File: src/pwm_gen_consts.svh
`ifndef PWM_GEN_CONSTS_SVH
`define PWM_GEN_CONSTS_SVH

// ****************************************
// Generator control field positions
// ****************************************
`define GEN_IMM_BIT 0
`define GEN_XRST_BIT 1
`define GEN_DUTY_SRC_BIT 8
`define GEN_ITB_BIT 9

// ****************************************
// Output control field positions
// ****************************************
`define OUT_SYNC_BIT 0
`define OUT_DATA_L_BIT 6
`define OUT_DATA_H_BIT 7
`define OUT_EN_L_BIT 8
`define OUT_EN_H_BIT 9
`define OUT_MODE_LSB 10
`define OUT_MODE_MSB 11

// ****************************************
// Divider and reset values
// ****************************************
`define DIV_MAX_CODE 3'h6
`define DIV_CNT_W 7
`define DIV_RST 7'h00
`define PIN_RST 1'b0

`endif

File: src/pwm_gen_pkg.sv
package pwm_gen_pkg;

    // Output mode field codes
    typedef enum logic [1:0] {
        MODE_COMP = 2'h0,
        MODE_PUSH = 2'h1,
        MODE_RED = 2'h2,
        MODE_IND = 2'h3
    } out_mode_e;

    typedef logic [15:0] ctrl_word_t;

endpackage : pwm_gen_pkg

File: src/complementary_pwm_deadtime_generator.sv
// How it works
// - Generator control bit 9 cleared follows the shared master time base.
// - Phase change on master time base still keeps full dead time at handover.
// - Output control bits 11:10 select redundant (10) or push-pull (01).
// - Generator control bit 8 picks local or master duty value.
// - With immediate update off, new duty takes effect at period boundary.
// - Redundant or push-pull duty change to zero gives no boundary glitch.
// - With immediate update on, duty changes reach the output at once.
// - Outside complementary mode, an enabled override forces the pin to its programmed override level.
// - Override sync bit 0 cleared applies override changes on clock boundaries.
// - Complementary mode keeps dead time, also when both overrides release.
// - High-side and low-side overrides have separate enable bits.
// - Generator control bit 9 set uses own time base, phase as period.
// - Override enables at bits 9:8, data at bits 7:6.
// - Override sync bit 0 set applies override changes at period boundary.
// - Generator control bit 1, with bit 9 set, lets the current-reset input restart the cycle.
`timescale 1ns/1ps
`include "pwm_gen_consts.svh"

module complementary_pwm_deadtime_generator #(
    parameter int CNT_W = 16
) (
    input wire logic core_clk_i,
    input wire logic rst_i,
    input wire logic pwm_enable_i,
    input wire logic [2:0] pwm_clock_divider_i,
    input wire pwm_gen_pkg::ctrl_word_t generator_control_reg_i,
    input wire pwm_gen_pkg::ctrl_word_t output_control_reg_i,
    input wire logic [CNT_W-1:0] phase_period_reg_i,
    input wire logic [CNT_W-1:0] deadtime_reg_i,
    input wire logic [CNT_W-1:0] local_duty_reg_i,
    input wire logic [CNT_W-1:0] master_duty_i,
    input wire logic [CNT_W-1:0] master_count_i,
    input wire logic master_boundary_i,
    input wire logic current_reset_i,
    output logic high_side_output_o,
    output logic low_side_output_o,
    output logic period_boundary_o
);
    import pwm_gen_pkg::*;

    if (CNT_W < 4 || CNT_W > 32)
    begin : g_bad_width
        $error("CNT_W must lie between 4 and 32");
    end

    // ****************************************
    // Control decode
    // ****************************************
    wire logic imm_upd = generator_control_reg_i[`GEN_IMM_BIT];
    wire logic xrst_mode = generator_control_reg_i[`GEN_XRST_BIT];
    wire logic duty_master = generator_control_reg_i[`GEN_DUTY_SRC_BIT];
    wire logic independent_timebase_sel = generator_control_reg_i[`GEN_ITB_BIT];
    wire logic ovr_sync = output_control_reg_i[`OUT_SYNC_BIT];
    wire logic [1:0] mode_bits = output_control_reg_i[`OUT_MODE_MSB:`OUT_MODE_LSB];
    wire out_mode_e mode = out_mode_e'(mode_bits);
    wire logic current_reset_mode_sel = xrst_mode & independent_timebase_sel;
    wire logic high_override_enable = output_control_reg_i[`OUT_EN_H_BIT];
    wire logic low_override_enable = output_control_reg_i[`OUT_EN_L_BIT];
    wire logic high_ovr_data = output_control_reg_i[`OUT_DATA_H_BIT];
    wire logic low_ovr_data = output_control_reg_i[`OUT_DATA_L_BIT];

    // ****************************************
    // PWM clock divider
    // ****************************************
    logic [`DIV_CNT_W-1:0] div_cnt_ff;
    wire logic [2:0] div_code = (pwm_clock_divider_i > `DIV_MAX_CODE) ? `DIV_MAX_CODE : pwm_clock_divider_i;
    wire logic [`DIV_CNT_W-1:0] div_mask = (`DIV_CNT_W'(1) << div_code) - `DIV_CNT_W'(1);
    wire logic pclk_en = (div_cnt_ff == div_mask);

    always_ff @(posedge core_clk_i)
    begin
        if (rst_i || pclk_en)
            div_cnt_ff <= `DIV_RST;
        else
            div_cnt_ff <= div_cnt_ff + `DIV_CNT_W'(1);
    end

    // ****************************************
    // Time base
    // ****************************************
    logic [CNT_W-1:0] cnt_ff;
    logic [CNT_W-1:0] phase_sh_ff;
    logic [CNT_W-1:0] nxt_cnt;
    wire logic crst_hit = current_reset_mode_sel & current_reset_i;
    wire logic loc_last = (cnt_ff + CNT_W'(1)) >= phase_period_reg_i;
    wire logic loc_bnd = pclk_en & (loc_last | crst_hit);
    wire logic bnd = independent_timebase_sel ? loc_bnd : master_boundary_i;
    // Phase is a fixed offset from the master count, shadowed per period
    wire logic [CNT_W-1:0] master_rel = master_count_i - phase_sh_ff;

    always_comb
    begin
        nxt_cnt = cnt_ff;
        if (!pwm_enable_i)
            nxt_cnt = '0;
        else if (!independent_timebase_sel)
            nxt_cnt = master_rel;
        else if (loc_bnd)
            nxt_cnt = '0;
        else if (pclk_en)
            nxt_cnt = cnt_ff + CNT_W'(1);
    end

    always_ff @(posedge core_clk_i)
    begin
        if (rst_i)
            cnt_ff <= '0;
        else
            cnt_ff <= nxt_cnt;
    end

    // Shadowing keeps a running phase write off the current period on the master time base; the local period compare reads the live register
    always_ff @(posedge core_clk_i)
    begin
        if (rst_i)
            phase_sh_ff <= '0;
        else if (bnd || !pwm_enable_i)
            phase_sh_ff <= phase_period_reg_i;
    end

    // ****************************************
    // Duty selection and update
    // ****************************************
    logic [CNT_W-1:0] duty_ff;
    wire logic [CNT_W-1:0] duty_sel = duty_master ? master_duty_i : local_duty_reg_i;
    wire logic duty_load = imm_upd | bnd | !pwm_enable_i;
    wire logic [CNT_W-1:0] nxt_duty = duty_load ? duty_sel : duty_ff;

    always_ff @(posedge core_clk_i)
    begin
        if (rst_i)
            duty_ff <= '0;
        else
            duty_ff <= nxt_duty;
    end

    // Compare uses next count and next duty together, so a duty
    // falling to zero never leaks one stale cycle into the new period
    logic raw_ff;
    logic pp_sel_ff;
    logic bnd_ff;

    always_ff @(posedge core_clk_i)
    begin
        if (rst_i)
        begin
            raw_ff <= 1'b0;
            pp_sel_ff <= 1'b0;
            bnd_ff <= 1'b0;
        end
        else
        begin
            raw_ff <= pwm_enable_i & (nxt_cnt < nxt_duty);
            bnd_ff <= pwm_enable_i & bnd;
            if (!pwm_enable_i)
                pp_sel_ff <= 1'b0;
            else if (bnd)
                pp_sel_ff <= ~pp_sel_ff;
        end
    end

    // ****************************************
    // Output steering
    // ****************************************
    wire logic is_comp = (mode == MODE_COMP);
    wire logic is_push = (mode == MODE_PUSH);
    wire logic pwm_h = is_comp ? raw_ff : (is_push ? (raw_ff & ~pp_sel_ff) : raw_ff);
    wire logic pwm_l = is_comp ? ~raw_ff & pwm_enable_i : (is_push ? (raw_ff & pp_sel_ff) : raw_ff);

    // ****************************************
    // Override path
    // ****************************************
    logic ovr_en_h_ff;
    logic ovr_en_l_ff;
    logic ovr_dat_h_ff;
    logic ovr_dat_l_ff;
    wire logic ovr_take = ~ovr_sync | bnd;

    always_ff @(posedge core_clk_i)
    begin
        if (rst_i)
        begin
            ovr_en_h_ff <= 1'b0;
            ovr_en_l_ff <= 1'b0;
            ovr_dat_h_ff <= 1'b0;
            ovr_dat_l_ff <= 1'b0;
        end
        else if (ovr_take)
        begin
            ovr_en_h_ff <= high_override_enable;
            ovr_en_l_ff <= low_override_enable;
            ovr_dat_h_ff <= high_ovr_data;
            ovr_dat_l_ff <= low_ovr_data;
        end
    end

    wire logic h_req = ovr_en_h_ff ? ovr_dat_h_ff : pwm_h;
    wire logic l_req = ovr_en_l_ff ? ovr_dat_l_ff : pwm_l;

    // ****************************************
    // Dead time
    // ****************************************
    // Gating sits after the override mux, so releasing overrides at any
    // instant still passes through the same off-time check
    logic h_ff;
    logic l_ff;
    logic [CNT_W-1:0] off_cnt_ff;
    wire logic dt_ok = (off_cnt_ff >= deadtime_reg_i);
    wire logic h_go = h_req & (h_ff | (~l_ff & dt_ok));
    wire logic l_go = l_req & ~h_go & (l_ff | (~h_ff & dt_ok));
    wire logic nxt_h = is_comp ? h_go : h_req;
    wire logic nxt_l = is_comp ? l_go : l_req;

    always_ff @(posedge core_clk_i)
    begin
        if (rst_i)
        begin
            h_ff <= `PIN_RST;
            l_ff <= `PIN_RST;
        end
        else
        begin
            h_ff <= nxt_h;
            l_ff <= nxt_l;
        end
    end

    // Counts PWM clocks with both switches off; saturates
    always_ff @(posedge core_clk_i)
    begin
        if (rst_i || h_ff || l_ff)
            off_cnt_ff <= '0;
        else if (pclk_en && !(&off_cnt_ff))
            off_cnt_ff <= off_cnt_ff + CNT_W'(1);
    end

    assign high_side_output_o = h_ff;
    assign low_side_output_o = l_ff;
    assign period_boundary_o = bnd_ff;

    // ****************************************
    // Checks
    // ****************************************
    a_no_overlap: assert property (@(posedge core_clk_i) disable iff (rst_i)
        is_comp && $past(is_comp) |-> !(h_ff && l_ff))
        else $error("both outputs high in complementary mode");

    a_high_dead_gap: assert property (@(posedge core_clk_i) disable iff (rst_i)
        is_comp && $rose(h_ff) |-> $past(!l_ff) && $past(off_cnt_ff >= deadtime_reg_i))
        else $error("high side rose without dead time");

    a_low_dead_gap: assert property (@(posedge core_clk_i) disable iff (rst_i)
        is_comp && $rose(l_ff) |-> $past(!h_ff) && $past(off_cnt_ff >= deadtime_reg_i))
        else $error("low side rose without dead time");

    a_time_base_sel: assert property (@(posedge core_clk_i) disable iff (rst_i)
        pwm_enable_i && !independent_timebase_sel |=> cnt_ff == $past(master_count_i - phase_sh_ff))
        else $error("master count not followed");

    a_local_period: assert property (@(posedge core_clk_i) disable iff (rst_i)
        pwm_enable_i && independent_timebase_sel && pclk_en && loc_last |=> cnt_ff == '0)
        else $error("local period did not wrap");

    a_current_restart: assert property (@(posedge core_clk_i) disable iff (rst_i)
        pwm_enable_i && xrst_mode && independent_timebase_sel && current_reset_i && pclk_en
        |=> cnt_ff == '0 && period_boundary_o)
        else $error("current reset did not restart");

    a_deferred_duty: assert property (@(posedge core_clk_i) disable iff (rst_i)
        pwm_enable_i && !imm_upd && !bnd |=> $stable(duty_ff))
        else $error("duty changed mid-period");

    a_immediate_duty: assert property (@(posedge core_clk_i) disable iff (rst_i)
        imm_upd |=> duty_ff == $past(duty_sel))
        else $error("immediate duty not applied");

    a_duty_source: assert property (@(posedge core_clk_i) disable iff (rst_i)
        imm_upd && duty_master |=> duty_ff == $past(master_duty_i))
        else $error("master duty not selected");

    a_zero_duty_low: assert property (@(posedge core_clk_i) disable iff (rst_i)
        !is_comp && bnd && duty_sel == '0 && !ovr_en_h_ff ##1 !ovr_en_h_ff && !is_comp |=> !h_ff)
        else $error("glitch after duty went to zero");

    a_push_pull_alt: assert property (@(posedge core_clk_i) disable iff (rst_i)
        is_push && !ovr_en_h_ff && !ovr_en_l_ff |=> !(h_ff && l_ff))
        else $error("push-pull drove both sides");

    a_override_level: assert property (@(posedge core_clk_i) disable iff (rst_i)
        !is_comp && !ovr_sync && high_override_enable ##1 !is_comp |=> h_ff == $past(high_ovr_data, 2))
        else $error("override level not forced");

    a_override_sync: assert property (@(posedge core_clk_i) disable iff (rst_i)
        ovr_sync && !bnd |=> $stable(ovr_en_h_ff) && $stable(ovr_en_l_ff))
        else $error("override changed off boundary");

    a_override_async: assert property (@(posedge core_clk_i) disable iff (rst_i)
        !ovr_sync |=> ovr_en_l_ff == $past(low_override_enable))
        else $error("override not taken on clock");

endmodule : complementary_pwm_deadtime_generator

File: config.mk
export PLATFORM = sky130hd
export DESIGN_NAME = complementary_pwm_deadtime_generator
export DESIGN_NICKNAME = d
export VERILOG_FILES = /design/src/pwm_gen_pkg.sv /design/src/complementary_pwm_deadtime_generator.sv
export VERILOG_INCLUDE_DIRS = /design/src
export SDC_FILE = /design/constraint.sdc
export NUM_CORES = 1
export LEC_CHECK = 0
export BUFFER_PORTS_ARGS = -buffer_cell sky130_fd_sc_hd__buf_2
export CORE_ASPECT_RATIO = 1.1
export CORE_MARGIN = 1.5
export CORE_UTILIZATION = 45
export CTS_BUF_LIST = sky130_fd_sc_hd__clkbuf_16
export DETAILED_ROUTE_END_ITERATION = 8
export GPL_TIMING_DRIVEN = 1
export PLACE_DENSITY = 0.68
export SYNTH_ARGS = -nofsm -noshare
export SYNTH_HDL_FRONTEND = slang
export SYNTH_SLANG_ARGS = --single-unit
File: constraint.sdc
create_clock -name core_clk_i -period 4.7 [get_ports core_clk_i]
set_clock_uncertainty 0.15 [all_clocks]
set_input_delay 0.94 -clock core_clk_i [delete_from_list [all_inputs] [get_ports core_clk_i]]
set_output_delay 0.94 -clock core_clk_i [all_outputs]
set_load 0.05 [all_outputs]
After elaboration in Yosys (flattened, before gate mapping). Index checks and enable logic that the tools add are counted.

Bits in registers: 80. Bits of input ports: 120. Output and inout bits: 3. Word-level logic and storage cells: 78.

Add/subtract/negate cells: 5. $lt $le $gt $ge: 4. Eq/ne operators: 2. Shifts and indexed selects: 1. Mux-type cells: 16. Bitwise logic cells: 26. Reductions and logical operators: 10.

Operators with widths (number): $mux 16 (6); $add 16x1->16 const B (2); $ge 16x16->1 (2); $lt 16x16->1 (1); $reduce_and 16->1 (1); $sub 16x16->16 (1); $and 1x1->1 (13); $mux 1 (9); $add 7x1->7 const B (1); $eq 7x7->1 (1); $not 1->1 (7); $shl 1x3->7 const A (1); $sub 7x2->7 const B (1); $or 1x1->1 (6); $logic_or 1x1->1 (4); $gt 3x3->1 const B (1); $mux 3 (1); $eq 2x1->1 const B (1); $logic_not 1->1 (2); $logic_not 2->1 (1); $reduce_or 2->1 (1); $logic_and 1x1->1 (1).

Depth between registers and ports, before layout.
Depth in word-level cells: 12. Mapped depth: 24. Depth with buffers taken out: 22.

Least setup slack after synthesis. Ideal clock, no wire load.

Path type: reg2reg. Start: register cnt_ff[3]. End: register raw_ff. Setup time: 96 ps. Arrival time: 4930 ps. Required time: 4454 ps. Path slack: -476 ps. Stages on the path, launching flop included: 24. Path buffers: 4. Clock period less this slack: 5176 ps. Path through: dfxtp_1 clkbuf_1 nand4_1 nor3_1 nand3_1 xnor2_1 ha_1 nand4_1 nor3_2 or4b_1 clkbuf_1 and3_1 buf_2 o31ai_4 buf_4 mux2i_1 ha_1 a21oi_1 nor2b_1 o21ai_0 a21oi_1 a31oi_1 nand3_1 o41ai_2.

Cells in the longest elaborated chain, start to end: 10. Elaborated cells between the ends (all ways): 14. Those cells by class: add/sub (1); order compare (2); mux (6); bitwise (5).

RTL lines: start: declaration (RTL line complementary_pwm_deadtime_generator.sv:82) `logic [CNT_W-1:0] cnt_ff;`; start signal: assignment (RTL line complementary_pwm_deadtime_generator.sv:110) `cnt_ff <= nxt_cnt;`; $add 16x1->16 (RTL line complementary_pwm_deadtime_generator.sv:86, complementary_pwm_deadtime_generator.sv:102); $ge 16x16->1 (RTL line complementary_pwm_deadtime_generator.sv:86) `wire logic loc_last = (cnt_ff + CNT_W'(1)) >= phase_period_reg_i;`; $or 1x1->1 (RTL line complementary_pwm_deadtime_generator.sv:87) `wire logic loc_bnd = pclk_en & (loc_last | crst_hit);`; $and 1x1->1 (RTL line complementary_pwm_deadtime_generator.sv:87); $mux 1 (RTL line complementary_pwm_deadtime_generator.sv:88) `wire logic bnd = independent_timebase_sel ? loc_bnd : master_boundary_i;`; $or 1x1->1 (2 in series) (RTL line complementary_pwm_deadtime_generator.sv:127) `wire logic duty_load = imm_upd | bnd | !pwm_enable_i;`; $mux 16 (RTL line complementary_pwm_deadtime_generator.sv:128) `wire logic [CNT_W-1:0] nxt_duty = duty_load ? duty_sel : duty_ff;`; $lt 16x16->1 * (RTL line complementary_pwm_deadtime_generator.sv:154) `raw_ff <= pwm_enable_i & (nxt_cnt < nxt_duty);`; $and 1x1->1 * (RTL line complementary_pwm_deadtime_generator.sv:154); end signal: assignment (RTL line complementary_pwm_deadtime_generator.sv:154); end: declaration (RTL line complementary_pwm_deadtime_generator.sv:140) `logic raw_ff;`.

Every way passes the cells marked *; elsewhere a longest branch is shown, timed or not. A chain may end at the register's enable or synchronous reset.

Worst setup path in the final report.
Start: register cnt_ff[4]. End: register raw_ff.

Same word-level chain as after synthesis.

==> impl_metrics.yaml <==
status:
  outcome: "finished, violations left"
  violations: "setup timing"
worst_setup_path:
  r2r-start: "cnt_ff[4]"
  critPathMaxFanout: 9
  path_class: "register to register"
  start_kind: "register"
  reg2reg_slack_ns: -0.002
  arrival_ns: 4.79
  regToRegEndpoint: "raw_ff"
  critical_path_required_ns: 4.79
  rr_worst_depth: 22
  end_kind: "register"
sta:
  slew_headroom_pct: 35.15
  min_period_ns: 4.702
  tns_ns: -0.002254
  hold_viol: 0
  fin_crit_sh_pct: 100.0
  whs_ns: 0.3470
  final_max_slew_viol_count: 0
  rsz0062_at_grt: "true"
  finalSetupViolCount: 1
  tightest_slew_ns: 0.9728
  layout_setup_ws_ns: -0.002254
  max_freq_ghz: 0.2127
layout:
  area_growth_pct: 25.44
  mostFrequentLayoutCell: "buf_2"
  final_cells: 1063
  n_antenna_cell: 0
  fin_nets: 1083
  fill_cells: 1212
  drive_above_1_share_pct: 25.94
  mostFrequentLayoutCells: "101 x buf_2, 92 x nor2_1, 79 x dfxtp_1, 77 x buf_4, 65 x ha_1"
power_and_ir_drop:
  power.total_mw: 1.913
  ir_worst_vdd_v: 0.0001556
  pwr_density_cell_mw_per_mm2: 254.4
  leakage_nw: 3.583
drt:
  drc: 0
  ant_nets: 0
  wirelength_um: 14610
  vias: 5581
  drtIter0Drc: 241
  post_drt_wl_per_cell_um: 13.75
  dr.pass1.iters: 4
  viasPerCell: 5.250
floorplan:
  die_h_um: 124.1
  coreArea_sq_mm: 0.01310
  start_util_pct: 45.75
  die_width_um: 113.0
  io_pins: 123
  row_count: 44
  dieArea_sq_mm: 0.01402
min_path:
  worstHoldStart: "phase_sh_ff[14]"
  hold_depth: 2
  min_path_type: "register to register"
  whs_endpoint: "phase_sh_ff[14]"
clocking:
  cts_tree: "yes"
  clock-root-buffer: "clkbuf_16"
  ctsHoldBuffers: 0
  cts_max_level: 3
  clk_pin_slew_ns: 0.07
  clock_path_buffers: 2
  clkLatencyLatePin_ns: 0.34
  clkSinkCount: 80
  cts_made_buffers: 9
yosys:
  ys_ff_latch: 80
  ys.warnings.count: 0
  synth_edf_count: 0
  ys_async_sr_fraction_pct: 0
  yosysSeqAreaShare_pct: 26.72
  syn_area_sq_mm: 0.005994
  synth_area_per_cell_sq_um: 8.123
  synth_flop_cell: "dfxtp_1"
  synth_cells: 738
  synth.net_count: 924
  ys_types: 59
place:
  routabilityCongestion: 0.8323
  io_buffers: 101
  dp_slack_ns: -0.1806
  dp_hpwl_um: 11400
  placed_cells: 1045
grt:
  grt_pass1_wl_um: 24510
  grt.total_usage_pct: 21.66
  grt_max_degree: 52
  antenna_found_initial: 0
  grt_overflow: 0
  first_global_vias: 5185
run:
  drv_cap: 0
==> repair_timing <==
| action | 4_1_cts | 5_1_grt |
|---|---|---|
| endpoints found under the setup margin | 1 | 1 |
| pin swaps | 5 | 2 |
| endpoints found under the hold margin | 0 | 0 |
| buffers inserted | 2 | 0 |
| gates resized for setup | 8 | 2 |
==> cells in the mapped netlist (11+ instances only) <==
| cell type | instances | area share (%) |
|---|---|---|
| nand2_1 | 32 | 2.0 |
| ha_1 | 65 | 14 |
| nor2_1 | 92 | 5.8 |
| dfxtp_1 | 80 | 27 |
| nand4_1 | 12 | 1.3 |
| nand3_1 | 18 | 1.5 |
| xor2_1 | 11 | 1.6 |
| clkbuf_1 | 23 | 1.4 |
| xnor2_1 | 30 | 4.4 |
| a21o_1 | 15 | 1.9 |
| nor3_1 | 32 | 2.7 |
| nor2b_1 | 11 | 1.1 |
| nor4_1 | 11 | 1.1 |
| o21ai_0 | 29 | 2.4 |
| mux2i_1 | 39 | 6.5 |
| a21oi_1 | 40 | 3.3 |
| inv_1 | 62 | 3.9 |
| mux2_2 | 17 | 3.2 |
==> registers in the layout, indices dropped and copies added (netlist names) <==
name	cells
phase_sh_ff	16
raw_ff	1
ovr_dat_l_ff	1
duty_ff	16
ovr_en_h_ff	1
high_side_output_o	1
low_side_output_o	1
cnt_ff	16
pp_sel_ff	1
div_cnt_ff	7
period_boundary_o	1
off_cnt_ff	16
ovr_en_l_ff	1
ovr_dat_h_ff	1
==> worst max-delay path by stage <==
stage,start,end,cells past startpoint
6_report,cnt_ff[4],raw_ff,22
5_1_grt,cnt_ff[5],raw_ff,23
4_1_cts,cnt_ff[4],raw_ff,21
3_5_place_dp,phase_period_reg_i[0],raw_ff,17
3_3_place_gp,phase_period_reg_i[0],raw_ff,17
2_1_floorplan,cnt_ff[3],raw_ff,23
==> worst max-delay path, cell delays in order (launching register included) <==
cell and delay (ns):
dfxtp_1 0.33, nand4_1 0.18, buf_4 0.21, buf_4 0.13
nor2_1 0.10, nand2_1 0.09, xor2_2 0.18, inv_1 0.06
ha_1 0.26, nand2_1 0.06, nor3_2 0.20, or4b_4 0.52
and3_4 0.23, o31ai_4 0.22, buf_12 0.17, mux2i_2 0.24
ha_1 0.27, or3_1 0.30, o21ai_0 0.08, a21oi_1 0.06
a31oi_1 0.20, nand3_1 0.12, o41ai_2 0.22
==> cell families after synthesis <==
kind of cell,after synthesis,synth area share (%)
muxes,56,9.706
and+or+nand+nor,249,20.18
xor gates and xnor gates,41,5.990
DFF,80,26.72
adders and majority gates,66,13.90
AOI/OAI and AO/OA,152,17.41
buffers and inverters,94,6.095
==> stage by stage <==
stage / util, % / instance area (sq um)
global placement: 54.80 / 7181
floorplan: - / 6036
CTS: 57.31 / 7510
detailed placement: 54.80 / 7181
finish: 57.39 / 7520
global route: 57.39 / 7520
==> per-layer routing <==
metal | GRT usage (%) | up-vias | share of wire, %
li1 | - | 2942 | -
met1 | 29.27 | 2518 | 49
met2 | 36.29 | 107 | 46
met3 | 3.260 | 14 | 3.5
met4 | 5.781 | 0 | 1.3
met5 | 0 | - | 0
==> power by group <==
group          internal (mW)  switching, mW
combinational          0.240          0.268
sequential             0.714         0.0207
clock                  0.364          0.306
==> final cells by class <==
class	instances	area (sq um)	share of cell area [%]
timing repair buffer	179	1104	14.68
tap	161	201.4	2.679
clock inverter	7	53.80	0.7155
sequential	80	1603	21.31
multi-input combinational	564	4096	54.48
inverter	63	236.5	3.145
clock buffer	9	225.2	2.995
Note: power is estimated with default switching activity, not from simulation.
